### config.mk
export PLATFORM = sky130hd
export DESIGN_NAME = ebps_pin_sharing
export DESIGN_NICKNAME = d
export VERILOG_FILES = /design/src/ebps_pkg.sv /design/src/ebps_pin_sharing.sv /design/src/ebps_pin_cell.sv
export SDC_FILE = /design/constraint.sdc
export NUM_CORES = 1
export LEC_CHECK = 0
export BUFFER_PORTS_ARGS = -buffer_cell sky130_fd_sc_hd__buf_2
export CAP_MARGIN = 20
export CORE_AREA = 2 2 146 148
export DETAILED_ROUTE_END_ITERATION = 8
export DIE_AREA = 0 0 148 150
export GPL_TIMING_DRIVEN = 1
export PLACE_DENSITY_LB_ADDON = 0.05
export SETUP_SLACK_MARGIN = 0.15
export SLEW_MARGIN = 20
export SYNTH_ARGS = -nofsm -noshare
export SYNTH_HDL_FRONTEND = slang
export SYNTH_HIERARCHICAL = 1
export SYNTH_SLANG_ARGS = --single-unit
### constraint.sdc
create_clock -name clk -period 4.75 [get_ports clk]
set_input_delay 0.7125 -clock clk [delete_from_list [all_inputs] [get_ports clk]]
set_output_delay 0.7125 -clock clk [all_outputs]
set_load 0.02 [all_outputs]
### src/ebps_pkg.sv
package ebps_pkg;

    // pin vector layout, lowest index first
    localparam int PIN_COUNT = 47;
    localparam int IDX_DATA_HI = 0;
    localparam int IDX_DATA_TOP = 8;
    localparam int IDX_ADDR_LOW = 16;
    localparam int IDX_ADDR_MID = 32;
    localparam int IDX_ADDR_TOP = 40;
    localparam int IDX_READY = 41;
    localparam int IDX_GRANT = 42;
    localparam int IDX_RELEASE = 43;
    localparam int IDX_READ = 44;
    localparam int IDX_WRITE0 = 45;
    localparam int IDX_WRITE1 = 46;

    localparam int LANE_W = 8;
    localparam int ADDR_LOW_W = 16;
    localparam int ADDR_MID_W = 8;
    localparam int ADDR_W = 25;

    // reset value of every pin output register and enable
    localparam logic PIN_RESET = 1'h0;

    typedef enum logic [0:0] {
        EBPS_WIDTH8 = 1'h0,
        EBPS_WIDTH16 = 1'h1
    } ebps_width_t;

    // gray order along own -> float -> grant -> take -> own
    typedef enum logic [1:0] {
        EBPS_OWN = 2'h0,
        EBPS_FLOAT = 2'h1,
        EBPS_GRANT = 2'h3,
        EBPS_TAKE = 2'h2
    } ebps_state_t;

endpackage

### src/ebps_pin_sharing.sv
`timescale 1ns/10ps
module ebps_pin_sharing (
    input wire logic clk,
    input wire logic resetn,
    input wire logic single_chip,
    input wire ebps_pkg::ebps_width_t bus_width,
    input wire logic [15:0] addr_low_en,
    input wire logic [7:0] addr_mid_en,
    input wire logic addr_top_en,
    input wire logic dma_end_en,
    input wire logic ready_en,
    input wire logic release_en,
    input wire logic read_en,
    input wire logic [15:0] bus_dout,
    input wire logic bus_dout_oe,
    output logic [15:0] bus_din,
    input wire logic [24:0] bus_addr,
    input wire logic rd_strobe_n,
    input wire logic wr_strobe_n,
    input wire logic [1:0] byte_en,
    input wire logic dma_end_ch0,
    input wire logic cycle_active,
    output logic cycle_done,
    output logic bus_owned,
    input wire logic [46:0] port_out,
    input wire logic [46:0] port_oe,
    output logic [46:0] port_in,
    input wire logic [7:0] data_hi_lane_in,
    output logic [7:0] data_hi_lane_out,
    output logic [7:0] data_hi_lane_oe,
    input wire logic [7:0] data_top_lane_in,
    output logic [7:0] data_top_lane_out,
    output logic [7:0] data_top_lane_oe,
    input wire logic [15:0] addr_low_in,
    output logic [15:0] addr_low_out,
    output logic [15:0] addr_low_oe,
    input wire logic [7:0] addr_mid_in,
    output logic [7:0] addr_mid_out,
    output logic [7:0] addr_mid_oe,
    input wire logic addr_bit_top_in,
    output logic addr_bit_top_out,
    output logic addr_bit_top_oe,
    input wire logic wait_ready_in,
    output logic wait_ready_out,
    output logic wait_ready_oe,
    input wire logic bus_grant_n_in,
    output logic bus_grant_n_out,
    output logic bus_grant_n_oe,
    input wire logic bus_release_req_in,
    output logic bus_release_req_out,
    output logic bus_release_req_oe,
    input wire logic read_strobe_n_in,
    output logic read_strobe_n_out,
    output logic read_strobe_n_oe,
    input wire logic write_strobe_0_n_in,
    output logic write_strobe_0_n_out,
    output logic write_strobe_0_n_oe,
    input wire logic write_strobe_1_n_in,
    output logic write_strobe_1_n_out,
    output logic write_strobe_1_n_oe
);
    ebps_pkg::ebps_state_t state_q, state_d;
    logic [46:0] sel, bout, boe, pin_in, pin_out, pin_oe, bus_in;
    logic ext, wide, owned, ready_sel, release_sel, ready_ok, release_req;

    assign ext = !single_chip;
    assign wide = (bus_width == ebps_pkg::EBPS_WIDTH16);
    assign owned = (state_q == ebps_pkg::EBPS_OWN);
    assign ready_sel = ext && ready_en;
    assign release_sel = ext && release_en;
    assign ready_ok = !ready_sel || bus_in[ebps_pkg::IDX_READY];
    assign release_req = release_sel && bus_in[ebps_pkg::IDX_RELEASE];

    // function select per pin
    always_comb begin
        sel = '0;
        sel[ebps_pkg::IDX_DATA_HI +: ebps_pkg::LANE_W] = {ebps_pkg::LANE_W{ext && wide}};
        sel[ebps_pkg::IDX_DATA_TOP +: ebps_pkg::LANE_W] = {ebps_pkg::LANE_W{ext}};
        sel[ebps_pkg::IDX_ADDR_LOW +: ebps_pkg::ADDR_LOW_W] = addr_low_en & {16{ext}};
        sel[ebps_pkg::IDX_ADDR_MID +: ebps_pkg::ADDR_MID_W] = addr_mid_en & {8{ext}};
        sel[ebps_pkg::IDX_ADDR_TOP] = dma_end_en || (ext && addr_top_en);
        sel[ebps_pkg::IDX_READY] = ready_sel;
        sel[ebps_pkg::IDX_GRANT] = release_sel;
        sel[ebps_pkg::IDX_RELEASE] = release_sel;
        sel[ebps_pkg::IDX_READ] = ext && read_en;
        sel[ebps_pkg::IDX_WRITE0] = ext;
        sel[ebps_pkg::IDX_WRITE1] = ext && wide;
    end

    // bus-side values; bus outputs other than grant float while another master holds the bus
    always_comb begin
        bout = '0;
        boe = '0;
        bout[ebps_pkg::IDX_DATA_HI +: 16] = bus_dout;
        boe[ebps_pkg::IDX_DATA_HI +: 16] = {16{owned && bus_dout_oe}};
        bout[ebps_pkg::IDX_ADDR_LOW +: 24] = bus_addr[23:0];
        boe[ebps_pkg::IDX_ADDR_LOW +: 24] = {24{owned}};
        // end-of-transfer has priority: it is not a bus signal and never floats
        bout[ebps_pkg::IDX_ADDR_TOP] = dma_end_en ? dma_end_ch0 : bus_addr[24];
        boe[ebps_pkg::IDX_ADDR_TOP] = dma_end_en || owned;
        bout[ebps_pkg::IDX_GRANT] = (state_q != ebps_pkg::EBPS_GRANT);
        boe[ebps_pkg::IDX_GRANT] = 1'h1;
        bout[ebps_pkg::IDX_READ] = rd_strobe_n;
        boe[ebps_pkg::IDX_READ] = owned;
        // 8-bit: strobe 0 covers the only lane; 16-bit: one strobe per lane
        bout[ebps_pkg::IDX_WRITE0] = wr_strobe_n | (wide && !byte_en[1]);
        boe[ebps_pkg::IDX_WRITE0] = owned;
        bout[ebps_pkg::IDX_WRITE1] = wr_strobe_n | !byte_en[0];
        boe[ebps_pkg::IDX_WRITE1] = owned;
    end

    // bus release: a cycle in flight always completes before the bus floats
    always_comb begin
        state_d = state_q;
        case (state_q)
            ebps_pkg::EBPS_OWN: begin
                if (release_req && !cycle_active) begin
                    state_d = ebps_pkg::EBPS_FLOAT;
                end
            end
            ebps_pkg::EBPS_FLOAT: begin
                state_d = ebps_pkg::EBPS_GRANT;
            end
            ebps_pkg::EBPS_GRANT: begin
                if (!release_req) begin
                    state_d = ebps_pkg::EBPS_TAKE;
                end
            end
            ebps_pkg::EBPS_TAKE: begin
                state_d = ebps_pkg::EBPS_OWN;
            end
            default: begin
                state_d = ebps_pkg::EBPS_OWN;
            end
        endcase
    end

    always_ff @(posedge clk or negedge resetn) begin
        if (!resetn) begin
            state_q <= ebps_pkg::EBPS_OWN;
        end else begin
            state_q <= state_d;
        end
    end

    assign pin_in = {write_strobe_1_n_in, write_strobe_0_n_in, read_strobe_n_in, bus_release_req_in,
                     bus_grant_n_in, wait_ready_in, addr_bit_top_in, addr_mid_in, addr_low_in,
                     data_top_lane_in, data_hi_lane_in};

    ebps_pin_cell #(.N(ebps_pkg::PIN_COUNT)) u_cell (
        .clk(clk),
        .resetn(resetn),
        .bus_sel(sel),
        .bus_out(bout),
        .bus_oe(boe),
        .port_out(port_out),
        .port_oe(port_oe),
        .pin_in(pin_in),
        .pin_out(pin_out),
        .pin_oe(pin_oe),
        .bus_in(bus_in),
        .port_in(port_in)
    );

    assign {write_strobe_1_n_out, write_strobe_0_n_out, read_strobe_n_out, bus_release_req_out,
            bus_grant_n_out, wait_ready_out, addr_bit_top_out, addr_mid_out, addr_low_out,
            data_top_lane_out, data_hi_lane_out} = pin_out;
    assign {write_strobe_1_n_oe, write_strobe_0_n_oe, read_strobe_n_oe, bus_release_req_oe,
            bus_grant_n_oe, wait_ready_oe, addr_bit_top_oe, addr_mid_oe, addr_low_oe,
            data_top_lane_oe, data_hi_lane_oe} = pin_oe;

    assign bus_din = bus_in[ebps_pkg::IDX_DATA_HI +: 16];
    assign bus_owned = owned;
    // ready is seen two cycles late through the synchroniser, so waits stretch by that much
    assign cycle_done = cycle_active && owned && ready_ok;
endmodule

### src/ebps_pin_cell.sv
`timescale 1ns/10ps
module ebps_pin_cell #(
    parameter int N = 1
) (
    input wire logic clk,
    input wire logic resetn,
    input wire logic [N-1:0] bus_sel,
    input wire logic [N-1:0] bus_out,
    input wire logic [N-1:0] bus_oe,
    input wire logic [N-1:0] port_out,
    input wire logic [N-1:0] port_oe,
    input wire logic [N-1:0] pin_in,
    output logic [N-1:0] pin_out,
    output logic [N-1:0] pin_oe,
    output logic [N-1:0] bus_in,
    output logic [N-1:0] port_in
);
    logic [N-1:0] out_q, out_d;
    logic [N-1:0] oe_q, oe_d;
    logic [N-1:0] meta_q, meta_d;
    logic [N-1:0] sync_q, sync_d;

    // the deselected function neither drives nor samples the pin
    always_comb begin
        out_d = (bus_sel & bus_out) | (~bus_sel & port_out);
        oe_d = (bus_sel & bus_oe) | (~bus_sel & port_oe);
        meta_d = pin_in;
        sync_d = meta_q;
    end

    // enables reset to zero, so every pin floats while reset is held
    always_ff @(posedge clk or negedge resetn) begin
        if (!resetn) begin
            out_q <= {N{ebps_pkg::PIN_RESET}};
            oe_q <= {N{ebps_pkg::PIN_RESET}};
            meta_q <= {N{ebps_pkg::PIN_RESET}};
            sync_q <= {N{ebps_pkg::PIN_RESET}};
        end else begin
            out_q <= out_d;
            oe_q <= oe_d;
            meta_q <= meta_d;
            sync_q <= sync_d;
        end
    end

    assign pin_out = out_q;
    assign pin_oe = oe_q;
    assign bus_in = sync_q & bus_sel;
    assign port_in = sync_q & ~bus_sel;

endmodule

; Word level (Yosys, flattened, before mapping)
; Cells that the tools add are included.
[totals]
mem_bits_ro = 0
elab_cells = 49
ram_bits = 0
memories = 0
register_bits = 190
latch_bits = 0
[classes]
mul = 0
n_addsub = 0
n_mux = 4
n_div = 0
reduce_logical = 21
n_eq_ne = 6
n_bitwise = 13
order_cmp = 0
n_shift = 0
[ops]
columns = operator, count
row1 = $and A47 B47 Y47, 5
row2 = $or A47 B47 Y47, 2
row3 = $not A47 Y47, 1
row4 = $and A44 B44 Y44, 1
row5 = $and A16 B16 Y16, 1
row6 = $logic_and A1 B1 Y1, 11
row7 = $and A8 B8 Y8, 1
row8 = $pmux W2 S4, 1
row9 = $logic_not A1 Y1, 5
row10 = $eq A2 B2 Y1 const B, 2
row11 = $mux W2, 2
row12 = $ne A2 B2 Y1 const B, 2
row13 = $logic_or A1 B1 Y1, 3
row14 = $eq A2 B1 Y1 const B, 1
row15 = $logic_not A2 Y1, 1
row16 = $ne A2 B1 Y1 const B, 1
row17 = $or A1 B1 Y1, 2
row18 = $reduce_and A2 Y1, 1
row19 = $mux W1, 1

; Depth between registers and ports, before layout
[depth]
word_depth = 8
ltp_mapped = 5
ltp_nobuf = 4

; By module
; Netlist, hierarchy kept.
[modules_own_cells]
columns = mod, seq_area_each_um2, cells_each, area_per_inst_um2, n_inst
row1 = ebps_pin_cell, 4704.5, 376, 6523.8, 1
row2 = ebps_pin_sharing, 50.0, 53, 369.1, 1

; Worst setup path after synthesis
; Ideal clock, no wire load.
[synth_path]
path_kind = input to output
from = input port single_chip
to = output port bus_din[0]
stages = 3
arrival_time_ns = 2.435
path_slack_ns = 1.602
path_cell_list = buf_6 > nor2b_1 > and2_2
[synth_via]
elab_chain_cells = 3
[synth_rtl]
columns = element, line_no
row1 = start: declaration, ebps_pin_sharing.sv:5  ; input wire logic single_chip,
row2 = $logic_not A1 Y1, ebps_pin_sharing.sv:66  ; assign ext = !single_chip;
row3 = $logic_and A1 B1 Y1, ebps_pin_sharing.sv:77  ; sel[ebps_pkg::IDX_DATA_HI +: ebps_pkg::LANE_W] = {ebps_pkg::LANE_W{ext && wide}};
row4 = named net sel[0], ebps_pin_sharing.sv:63  ; logic [46:0] sel, bout, boe, pin_in, pin_out, pin_oe, bus_in;
row5 = $and A44 B44 Y44, ebps_pin_cell.sv:48  ; assign bus_in = sync_q & bus_sel;
row6 = end: declaration, ebps_pin_sharing.sv:16  ; output logic [15:0] bus_din,
; The timed path passes the listed nets, and every way through them passes these cells.

; Final worst setup path
[layout_path]
from = input port single_chip
to = output port port_in[40]
[layout_via]
elab_chain_cells = 5
[layout_rtl]
columns = element, line_no
row1 = $logic_not A1 Y1, ebps_pin_sharing.sv:66
row2 = named net ext, ebps_pin_sharing.sv:64  ; logic ext, wide, owned, ready_sel, release_sel, ready_ok, release_req;
row3 = $logic_and A1 B1 Y1, ebps_pin_sharing.sv:81  ; sel[ebps_pkg::IDX_ADDR_TOP] = dma_end_en || (ext && addr_top_en);
row4 = $logic_or A1 B1 Y1, ebps_pin_sharing.sv:81
row5 = named net sel[40], ebps_pin_sharing.sv:63
row6 = $not A47 Y47, ebps_pin_cell.sv:49  ; assign port_in = sync_q & ~bus_sel;
row7 = $and A47 B47 Y47, ebps_pin_cell.sv:49
row8 = end: declaration, ebps_pin_sharing.sv:27  ; output logic [46:0] port_in,
; The timed path passes the listed nets, and every way through them passes these cells.

==> out/results.tsv <==
metric	value	unit
full die area	22200	sq um
filler cell count	1991	
cts hold-fix bufs	0	
Syn Inst Count	400	
number of DRC markers in iteration 0	106	
Worst VDD drop	0.216	mV
maximum buffer depth of the clock tree	2	
DRC viols	0	
CTS Sinks	190	
final setup margin	1.77	ns
crit path max fanout	36	
Port Buf Inserts	380	
Clk Latency, worst-skew pair	0.42	ns
clock buffer count from CTS	17	
CORE AREA	20700	sq um
Pleak	4.80	nW
chip width	148	microns
Final Net Count	1024	
footprint of the multi-input gates	1900	sq um
# resized after CTS	0	
Worst EP arrival	2.26	ns
Layout Utilization	46.1	%
Synth Cell Area	6680	sq um
share of cells above drive strength 1	70.6	%
register area	4750	sq um
Post-DP HPWL	13.8	mm
Worst setup EP type	primary output	
FP Rows	53	
final global-route overflow total	0	
placer congestion estimate	0.788	
Via density	4.21	
Setup-failing EPs final	0	
Total Neg Setup Slack	0	ns
Vias	4595	
Starting Density	32.3	%
CP Launch Type	input pin	
Routed Antenna Nets	0	
max_cap viols	0	
Hold Crit Class	register to register	
pre-CTS setup slack	1.73	ns
Inst Count DP	1058	
initial antenna violation count	5	
Post-CTS Setup Bufs	0	
P per Cell Area	419	nW/um^2
vias in the first global route	5064	
RSZ-0062 raised after global routing	false	
Crit path required time	4.04	ns
global-route usage over all layers	16.3	%
Final Max Slew Viols	0	
final hold violation count	0	
Worst-Margin Slew	0.921	ns
largest net degree at the start of global routing	117	
total power	4.00	mW
final wirelength	18.1	mm
Ys Warns	6	
synthesized area per cell	16.7	sq um
maximum level of the CTS H-tree	4	
Worst Skew	0.00736	ns
kind of critical path	input pin to primary output	
fin crit share	62.7	%
FMAX	336	MHz
Slew HR	38.6	%
DR WL/cell	16.6	microns
status	finished, final reports clean	
CTS root buffer	clkbuf_16	
first-pass GRT wire length	27.0	mm
Worst-path clk slew	0.07	ns
Finished Layout Cells	1091	
CTS tree	yes	
area grow syn2layout	43.0	%
drt first pass iters	4	
IO Count	381	
die height	150	microns
Tmin final	2.98	ns
placed cells by master, fill, tap and decap left out:
cell / count
clkbuf_8: 2
nand4b_1: 1
inv_6: 4
and2b_2: 44
or2_1: 1
or2b_1: 1
conb_1: 5
inv_1: 2
or2_2: 1
buf_2: 379
o211ai_1: 1
clkinvlp_4: 2
o311a_1: 1
clkbuf_1: 1
nand3b_1: 1
diode_2: 2
buf_12: 1
nand2b_1: 1
nand2_1: 1
mux2_2: 95
a21o_1: 2
clkinv_2: 3
nor2b_4: 1
nor2_2: 1
dfrtp_1: 190
inv_2: 1
clkinv_4: 1
and2_1: 1
buf_4: 3
clkbuf_16: 17
nor2_1: 1
and2b_1: 3
and2_2: 18
bufinv_16: 2
nor2b_1: 26
layout make-up:
type / instances / area share (%)
flip-flops and latches: 190 / 49.8
repair buffers: 384 / 20.5
multi-input cells: 206 / 19.9
clock buffers: 19 / 4.64
well taps: 275 / 3.60
clock inverters: 12 / 1.40
inverters: 3 / 0.118
diodes: 2 / 0.0524
stage by stage:
step | area [sq um] | hold slack [ns]
after global placement | 8960 | 0.331
after floorplan | 6690 | 0.331
after detailed placement | 8960 | 0.335
final | 9550 | 0.348
after CTS | 9540 | 0.348
after global routing | 9550 | 0.353
layer usage:
metal	GRT usage (%)	routed length (microns)
met1	18.5	6870
met2	28.1	9210
met3	5.88	1600
met4	6.14	388
met5	0	34
power breakdown:
group	total (mW)	switching (mW)	internal (mW)	leakage, nW
registers	1.82	0.0475	1.77	2.21
logic	0.769	0.460	0.309	2.32
clock network	1.41	0.618	0.792	0.280
total	4.00	1.13	2.87	4.80
final timing paths:
kind                            cells past startpoint              from                 to  slack, ns
worst max-delay path                                6       single_chip        port_in[40]       1.77
min in group asynchronous                           1            resetn  u_cell/pin_out[9]       0.41
worst min register to register                      0  u_cell/meta_q[5]   u_cell/sync_q[5]       0.35
max in group asynchronous                           2            resetn   u_cell/sync_q[3]       3.35
worst max register to register                      4        state_q[1]  u_cell/pin_oe[11]       2.93
worst min-delay path                                0  u_cell/meta_q[5]   u_cell/sync_q[5]       0.35
flip-flops by register name, summed over array words and instances, names as in the netlist:
| name | count |
|---|---|
| u_cell/meta_q | 47 |
| u_cell/pin_oe | 47 |
| u_cell/pin_out | 47 |
| u_cell/sync_q | 47 |
| state_q | 2 |
worst max-delay path: stages:
cell and delay, ns:
buf_2 0.14, buf_4 0.39, inv_2 0.35, a21o_1 0.28, and2b_2 0.20, buf_2 0.16
Note: power is estimated with default switching activity, not from simulation.
